===== config.mk =====
export PLATFORM = sky130hd
export DESIGN_NAME = aie_add_execute
export DESIGN_NICKNAME = d
export VERILOG_FILES = /design/src/inc/aie_pkg.sv /design/src/rtl/aie_adder.sv /design/src/rtl/aie_add_execute.sv
export SDC_FILE = /design/constraint.sdc
export NUM_CORES = 1
export LEC_CHECK = 0
export ABC_CLOCK_PERIOD_IN_PS = 3000
export BUFFER_PORTS_ARGS = -buffer_cell sky130_fd_sc_hd__buf_2
export CAP_MARGIN = 20
export CELL_PAD_IN_SITES_DETAIL_PLACEMENT = 1
export CELL_PAD_IN_SITES_GLOBAL_PLACEMENT = 1
export CORE_MARGIN = 3
export CORE_UTILIZATION = 42
export DETAILED_ROUTE_END_ITERATION = 10
export PLACE_DENSITY_LB_ADDON = 0.25
export SLEW_MARGIN = 5
export SYNTH_ARGS = -nofsm -noshare
export SYNTH_HDL_FRONTEND = slang
export SYNTH_SLANG_ARGS = --single-unit

===== constraint.sdc =====
create_clock -name core_clk -period 3 [get_ports core_clk]
set_input_delay 0.75 -clock core_clk [delete_from_list [all_inputs] [get_ports core_clk]]
set_output_delay 0.75 -clock core_clk [all_outputs]
set_load 0.1 [all_outputs]

===== src/inc/aie_pkg.sv =====
// package: encodings, field positions and phase states for the add execute block
package aie_pkg;
    localparam int DATA_W = 8;
    localparam int INSTR_W = 14;
    localparam int ADDR_W = 7;
    // literal add: 11 111x kkkk kkkk
    localparam logic [4:0] LIT_ADD_PAT = 5'h1f;
    localparam int LIT_PAT_HI = 13;
    localparam int LIT_PAT_LO = 9;
    // file add: 00 0111 dfff ffff
    localparam logic [5:0] FILE_ADD_PAT = 6'h07;
    localparam int FILE_PAT_HI = 13;
    localparam int FILE_PAT_LO = 8;
    localparam int DEST_BIT = 7;
    localparam int DIGIT_BIT = 3;
    localparam logic [7:0] ACC_RESET = 8'h00;
    typedef enum logic [1:0] {
        AIE_DECODE,
        AIE_READ,
        AIE_PROCESS,
        AIE_WRITE
    } aie_phase_t;
    typedef enum logic [1:0] {
        AIE_OP_NONE,
        AIE_OP_LIT,
        AIE_OP_FILE
    } aie_op_t;
endpackage


===== src/rtl/aie_adder.sv =====
// 8-bit adder giving sum, carry out of bit 7 and digit carry out of bit 3
`timescale 1ns/1ps
module aie_adder #(
    parameter int WIDTH = 8,
    parameter int DIGIT = 3
) (
    input wire logic [WIDTH-1:0] a,
    input wire logic [WIDTH-1:0] b,
    output logic [WIDTH-1:0] sum,
    output logic carry,
    output logic digit_carry
);
    logic [WIDTH:0] full;
    logic [DIGIT+1:0] low;
    always_comb begin
        full = {1'b0, a} + {1'b0, b};
        low = {1'b0, a[DIGIT:0]} + {1'b0, b[DIGIT:0]};
        sum = full[WIDTH-1:0];
        carry = full[WIDTH];
        digit_carry = low[DIGIT+1];
    end
endmodule


===== src/rtl/aie_add_execute.sv =====
// execute stage for the literal add and the file add, one instruction per four phases
`timescale 1ns/1ps
// Notes on behaviour
// RQ1: literal-add pattern adds low-byte literal to accumulator; bit 8 ignored.
// RQ2: literal add reads literal in phase two, sums in three, writes in four.
// RQ3: file-add pattern adds accumulator to 7-bit addressed file register; bit 7 selects destination.
// RQ4: destination bit clear: sum to accumulator, file register untouched.
// RQ5: destination bit set: sum to file register, accumulator untouched.
// RQ6: file add reads register in phase two, sums in three, writes in four.
// RQ7: carry from bit 7, digit carry from bit 3, zero when result zero.
// RQ8: every instruction cycle is decode, read, process, write phases in turn.
module aie_add_execute
    import aie_pkg::*;
#(
    parameter int AW = aie_pkg::ADDR_W
) (
    input wire logic core_clk,
    input wire logic nrst,
    input wire logic [aie_pkg::INSTR_W-1:0] instr,
    output logic [AW-1:0] file_addr,
    output logic file_rd,
    input wire logic [aie_pkg::DATA_W-1:0] file_rdata,
    output logic file_wr,
    output logic [aie_pkg::DATA_W-1:0] file_wdata,
    output logic [aie_pkg::DATA_W-1:0] accumulator,
    output logic carry_flag,
    output logic digit_carry_flag,
    output logic zero_flag,
    output logic flags_wr,
    output aie_pkg::aie_phase_t phase,
    output logic write_phase
);
    import aie_pkg::*;

    // ==========================================================
    // phase sequencer
    aie_phase_t phase_reg, phase_next;
    always_comb begin
        case (phase_reg)
            AIE_DECODE: phase_next = AIE_READ; // [RQ8]
            AIE_READ: phase_next = AIE_PROCESS; // [RQ8]
            AIE_PROCESS: phase_next = AIE_WRITE; // [RQ8]
            AIE_WRITE: phase_next = AIE_DECODE; // [RQ8]
            default: phase_next = AIE_DECODE;
        endcase
    end
    always_ff @(posedge core_clk or negedge nrst) begin
        if (!nrst) begin
            phase_reg <= AIE_DECODE;
        end else begin
            phase_reg <= phase_next;
        end
    end
    assign phase = phase_reg;
    assign write_phase = (phase_reg == AIE_WRITE);

    // ==========================================================
    // decode
    function automatic aie_op_t decode_op(input logic [INSTR_W-1:0] iw);
        if (iw[LIT_PAT_HI:LIT_PAT_LO] == LIT_ADD_PAT) begin
            decode_op = AIE_OP_LIT; // [RQ1]
        end else if (iw[FILE_PAT_HI:FILE_PAT_LO] == FILE_ADD_PAT) begin
            decode_op = AIE_OP_FILE; // [RQ3]
        end else begin
            decode_op = AIE_OP_NONE;
        end
    endfunction

    // ==========================================================
    // datapath state
    aie_op_t op_reg, op_next;
    logic dest_reg, dest_next;
    logic [AW-1:0] addr_reg, addr_next;
    logic [DATA_W-1:0] opnd_reg, opnd_next;
    logic [DATA_W-1:0] sum_reg, sum_next;
    logic c_res_reg, c_res_next, dc_res_reg, dc_res_next;
    logic [DATA_W-1:0] acc_reg, acc_next;
    logic [DATA_W-1:0] wdata_reg, wdata_next;
    logic fwr_reg, fwr_next;
    logic cf_reg, cf_next, dcf_reg, dcf_next, zf_reg, zf_next;
    logic flw_reg, flw_next;
    logic [DATA_W-1:0] add_sum;
    logic add_c, add_dc;

    aie_adder #(
        .WIDTH(DATA_W),
        .DIGIT(DIGIT_BIT)
    ) u_adder (
        .a(acc_reg),
        .b(opnd_reg),
        .sum(add_sum),
        .carry(add_c),
        .digit_carry(add_dc)
    );

    always_comb begin
        op_next = op_reg;
        dest_next = dest_reg;
        addr_next = addr_reg;
        opnd_next = opnd_reg;
        sum_next = sum_reg;
        c_res_next = c_res_reg;
        dc_res_next = dc_res_reg;
        acc_next = acc_reg;
        wdata_next = wdata_reg;
        fwr_next = 1'b0;
        cf_next = cf_reg;
        dcf_next = dcf_reg;
        zf_next = zf_reg;
        flw_next = 1'b0;
        case (phase_reg)
            AIE_DECODE: begin
                op_next = decode_op(instr); // [RQ1] [RQ3]
                dest_next = instr[DEST_BIT]; // [RQ3]
                addr_next = instr[AW-1:0]; // [RQ3]
            end
            AIE_READ: begin
                if (op_reg == AIE_OP_LIT) begin
                    opnd_next = instr[DATA_W-1:0]; // [RQ2]
                end else if (op_reg == AIE_OP_FILE) begin
                    opnd_next = file_rdata; // [RQ6]
                end
            end
            AIE_PROCESS: begin
                sum_next = add_sum; // [RQ2] [RQ6]
                c_res_next = add_c; // [RQ7]
                dc_res_next = add_dc; // [RQ7]
                // prepare file data a phase early so it comes from a flop in the write phase
                if (op_reg == AIE_OP_FILE && dest_reg) begin
                    wdata_next = add_sum; // [RQ5]
                    fwr_next = 1'b1; // [RQ5]
                end
            end
            AIE_WRITE: begin
                if (op_reg == AIE_OP_LIT || (op_reg == AIE_OP_FILE && !dest_reg)) begin
                    acc_next = sum_reg; // [RQ1] [RQ2] [RQ4]
                end
                if (op_reg != AIE_OP_NONE) begin
                    cf_next = c_res_reg; // [RQ7]
                    dcf_next = dc_res_reg; // [RQ7]
                    zf_next = (sum_reg == '0); // [RQ7]
                    flw_next = 1'b1;
                end
            end
            default: begin
                op_next = AIE_OP_NONE;
            end
        endcase
    end

    always_ff @(posedge core_clk or negedge nrst) begin
        if (!nrst) begin
            op_reg <= AIE_OP_NONE;
            dest_reg <= 1'b0;
            addr_reg <= '0;
            opnd_reg <= '0;
            sum_reg <= '0;
            c_res_reg <= 1'b0;
            dc_res_reg <= 1'b0;
            acc_reg <= ACC_RESET;
            wdata_reg <= '0;
            fwr_reg <= 1'b0;
            cf_reg <= 1'b0;
            dcf_reg <= 1'b0;
            zf_reg <= 1'b0;
            flw_reg <= 1'b0;
        end else begin
            op_reg <= op_next;
            dest_reg <= dest_next;
            addr_reg <= addr_next;
            opnd_reg <= opnd_next;
            sum_reg <= sum_next;
            c_res_reg <= c_res_next;
            dc_res_reg <= dc_res_next;
            acc_reg <= acc_next;
            wdata_reg <= wdata_next;
            fwr_reg <= fwr_next;
            cf_reg <= cf_next;
            dcf_reg <= dcf_next;
            zf_reg <= zf_next;
            flw_reg <= flw_next;
        end
    end

    // ==========================================================
    // outputs
    assign file_addr = addr_reg;
    assign file_rd = (phase_reg == AIE_READ) && (op_reg == AIE_OP_FILE); // [RQ6]
    assign file_wr = fwr_reg; // [RQ5]
    assign file_wdata = wdata_reg;
    assign accumulator = acc_reg;
    assign carry_flag = cf_reg;
    assign digit_carry_flag = dcf_reg;
    assign zero_flag = zf_reg;
    assign flags_wr = flw_reg;

    // ==========================================================
    // checks
    property p_phase_order;
        @(posedge core_clk) disable iff (!nrst)
        phase_reg == AIE_DECODE |=> phase_reg == AIE_READ ##1 phase_reg == AIE_PROCESS ##1 phase_reg == AIE_WRITE;
    endproperty
    a_phase_order: assert property (p_phase_order) else $error("phase sequence broken"); // [RQ8]

    property p_lit_acc;
        @(posedge core_clk) disable iff (!nrst)
        (phase_reg == AIE_DECODE && instr[13:9] == 5'h1f) ##1 (phase_reg == AIE_READ)[*1]
        |=> ##1 (phase_reg == AIE_WRITE) ##1 accumulator == 8'($past(acc_reg, 3) + $past(instr[DATA_W-1:0], 3));
    endproperty
    a_lit_acc: assert property (p_lit_acc) else $error("literal add result wrong"); // [RQ1]

    property p_lit_write_phase;
        @(posedge core_clk) disable iff (!nrst)
        $changed(acc_reg) |-> $past(phase_reg) == AIE_WRITE;
    endproperty
    a_lit_write_phase: assert property (p_lit_write_phase) else $error("accumulator changed outside write"); // [RQ2]

    property p_file_read;
        @(posedge core_clk) disable iff (!nrst)
        (phase_reg == AIE_DECODE && instr[13:8] == 6'h07) |=> file_rd && file_addr == $past(instr[6:0]);
    endproperty
    a_file_read: assert property (p_file_read) else $error("file read not issued in read phase"); // [RQ3]

    property p_dest_acc;
        @(posedge core_clk) disable iff (!nrst)
        (phase_reg == AIE_DECODE && instr[13:8] == 6'h07 && !instr[7]) |-> ##1 !file_wr [*3];
    endproperty
    a_dest_acc: assert property (p_dest_acc) else $error("file written for accumulator destination"); // [RQ4]

    property p_dest_file;
        @(posedge core_clk) disable iff (!nrst)
        (phase_reg == AIE_DECODE && instr[13:8] == 6'h07 && instr[7]) |-> ##3 file_wr ##1 $stable(acc_reg);
    endproperty
    a_dest_file: assert property (p_dest_file) else $error("file destination handled wrongly"); // [RQ5]

    property p_file_wr_phase;
        @(posedge core_clk) disable iff (!nrst)
        file_wr |-> write_phase && file_wdata == 8'($past(file_rdata, 2) + accumulator);
    endproperty
    a_file_wr_phase: assert property (p_file_wr_phase) else $error("file write outside write phase"); // [RQ6]

    property p_zero;
        @(posedge core_clk) disable iff (!nrst)
        flags_wr |-> zero_flag == ($past(sum_reg) == 8'h00) && carry_flag == $past(c_res_reg)
            && digit_carry_flag == $past(dc_res_reg);
    endproperty
    a_zero: assert property (p_zero) else $error("flag update wrong"); // [RQ7]

    c_lit: cover property (@(posedge core_clk) disable iff (!nrst) flags_wr && op_reg == AIE_OP_LIT);
    c_file_w: cover property (@(posedge core_clk) disable iff (!nrst) flags_wr && op_reg == AIE_OP_FILE && !dest_reg);
    c_file_f: cover property (@(posedge core_clk) disable iff (!nrst) file_wr);
    c_carry: cover property (@(posedge core_clk) disable iff (!nrst) flags_wr && carry_flag && zero_flag);
endmodule


==> results.md <==
- Outcome: completed
- Commonest non-fill, non-tap cell in the layout: buf_2
- Die outline height: 82.0 um
- Final WL: 5.49 mm
- Mux cell area share after synthesis: 0.153
- Reg-to-Reg End: c_res_reg$_DFFE_PN0P_
- CP Capture Type: output pin
- DRC: 0
- Die Wd: 82.0 um
- Unrepaired setup endpoints after global routing: false
- Post-synthesis net count: 246
- Final setup skew: 9.23 ps
- N_diodes: 0
- Dominant synthesized flop cell: dfrtp_1
- Resized cells post-CTS: 0
- Hold-fix buffers at CTS: 0
- Tcrit/Tclk final: 0.774
- Final setup viols: 0
- Reg clk slew, reported paths: 100 ps
- Leakage: 1.40 nW
- Largest family of logic cells by synthesized area: multiplexers
- Total CTS buffers: 5
- Cell Area, Synth: 2420 um^2
- Worst vdd ir: 0.451 mV
- Simple-Gate Fraction of Synth Area: 0.0929
- Iter 0 DRT Violations: 93
- Slew of the pin with the lowest slew margin: 889 ps
- Beginning of the worst hold path: file_wdata[0]$_DFFE_PN0P_
- Avg Inst Size Synth: 11.8 um^2
- Crit path required time: 2250 ps
- Yosys warning total: 0
- CTS max path bufs: 2
- Arrival time worst endpoint: 1570 ps
- Number of enable flip-flop cells after synthesis: 0
- Pin count of the biggest net entering global routing: 41
- H-tree Lvls: 2
- Hold Path End: file_wdata[0]$_DFFE_PN0P_
- First-pass iteration count of the detailed router: 4
- Commonest cells after routing, fill and taps aside: buf_2, dfrtp_1, mux2_2
- Seq cells post-synth: 51
- Core area: 5540 um^2
- First-pass GRT wire length: 9.41 mm
- CP startpoint kind: register
- CTS tree: done
- R2R setup slack: 710 ps
- # Post-CTS Setup Buffers: 0
- Area Growth Syn to Fin: 19.4%
- # nets final: 305
- Post-route ant nets: 0
- Total die area: 6720 um^2
- Hold WS: 481 ps
- Initial Util: 0.437
- Synth Area in Adders: 0.0909
- Filler cell count: 639
- Crit-path max FO: 3
- Max Fclk: 0.430 GHz
- Row Count: 27
- Post-layout power: 2.31 mW
- RD Place Congestion: 0.722
- Crit path time final: 2320 ps
- Vias per cell: 5.28
- Number of max-cap violations: 0
- Worst-skew pair later-pin latency: 310 ps
- Grt total ovfl: 0
- Ys async rst share: 1.00
- Vias: 1775
- Share of post-route cells with drive strength above 1: 0.352
- Final hold vios: 0
- IO Count: 56
- Clock sink count: 51
- Hold WC Path Type: reg -> reg
- RR Startpoint: accumulator[0]$_DFFE_PN0P_
- Seq/Total Area, Yosys: 0.527
- IO buf count: 55
- Vias in the first global route: 1913
- Pwr per Cell Area: 799 nW/um^2
- Synth cell types: 37
- DP HPWL: 4.20 mm
- Max-slew headroom: 0.407
- CP Class: reg -> out
- Root buf cell: clkbuf_8
- Synth Instances: 205
- Initial antenna violation count: 0
- Post-synthesis xor/xnor area fraction: 0.0108
- Max Slew Vio Count: 0
- Setup TNS: 0 ps
- Synth Area in Compound Gates: 0.102
- Hold depth: 2
- FF-to-FF path depth: 6
- GRT Resource Usage Total: 0.186
- Routed len/inst: 16.3 um
cell type report:
cell class	instances	area, um^2	area share
Multi-Input combinational cell	139	1090	0.376
Clock buffer	5	68.8	0.0238
Sequential cell	51	1280	0.441
Inverter	9	33.8	0.0117
Tap cell	72	90.1	0.0311
Timing Repair Buffer	58	298	0.103
Clock inverter	2	37.5	0.0130
stage by stage:
step	worst slack, ps	utilization	cell area [um^2]	std cells
finish	677	0.522	2890	336
global route	573	0.522	2890	336
CTS	648	0.522	2890	336
detailed placement	745	0.503	2790	329
global placement	778	0.503	2790	329
floorplan	282	-	2420	205
power breakdown:
part	internal [mW]	leakage, nW	switching (mW)	total [mW]
Combinational	0.269	0.728	0.654	0.923
Sequential	0.816	0.621	0.0997	0.916
Clock	0.244	0.0502	0.229	0.473
routing by layer:
layer  vias to the layer above  share of wire  track usage
met2                        42           0.50        0.306
met3                         4          0.051       0.0450
met4                         0         0.0064       0.0532
met5                         -              0            0
li1                        844              -            -
met1                       885           0.44        0.244
cell usage after synthesis, types with 2 or more instances:
library cell | instances | area share
dfrtp_1 | 51 | 0.53
mux2_2 | 24 | 0.11
ha_1 | 16 | 0.083
a21oi_1 | 15 | 0.031
nand2_1 | 15 | 0.023
nor2_1 | 15 | 0.023
mux2i_1 | 10 | 0.041
inv_1 | 8 | 0.012
o21ai_0 | 6 | 0.012
o31ai_1 | 4 | 0.012
and2_1 | 3 | 0.0077
clkbuf_1 | 3 | 0.0046
xnor2_1 | 3 | 0.011
a211oi_1 | 2 | 0.0062
a21o_1 | 2 | 0.0062
buf_2 | 2 | 0.0041
nand3_1 | 2 | 0.0041
nand4_1 | 2 | 0.0052
nor4_1 | 2 | 0.0052
o2111ai_1 | 2 | 0.0072
or4_1 | 2 | 0.0062
critical path: stages (launching register included):
cell and delay (ps):
dfrtp_1 390, inv_1 100, ha_1 200, and2_1 150, buf_2 430
cell families (layout without fill, tap and decap cells):
logic type / count (synthesis) / after routing
mux: 34 / 34
compound gates: 38 / 38
fa+ha+maj: 17 / 17
flops: 51 / 51
simple gates: 47 / 47
buf+inv: 15 / 74
xor+xnor: 3 / 3
worst max-delay path by stage:
| stage | from | end | cells after the start |
|---|---|---|---|
| final | op_reg[0]$_DFFE_PN0N_ | file_rd | 4 |
| after global routing | phase[1]$_DFF_PN0_ | file_rd | 4 |
| after CTS | op_reg[0]$_DFFE_PN0N_ | file_rd | 4 |
| after detailed placement | accumulator[0]$_DFFE_PN0P_ | c_res_reg$_DFFE_PN0P_ | 6 |
| after global placement | accumulator[0]$_DFFE_PN0P_ | c_res_reg$_DFFE_PN0P_ | 6 |
| after floorplan | phase[0]$_DFF_PN0_ | file_rd | 2 |
Power figures use the tool's default switching activity.
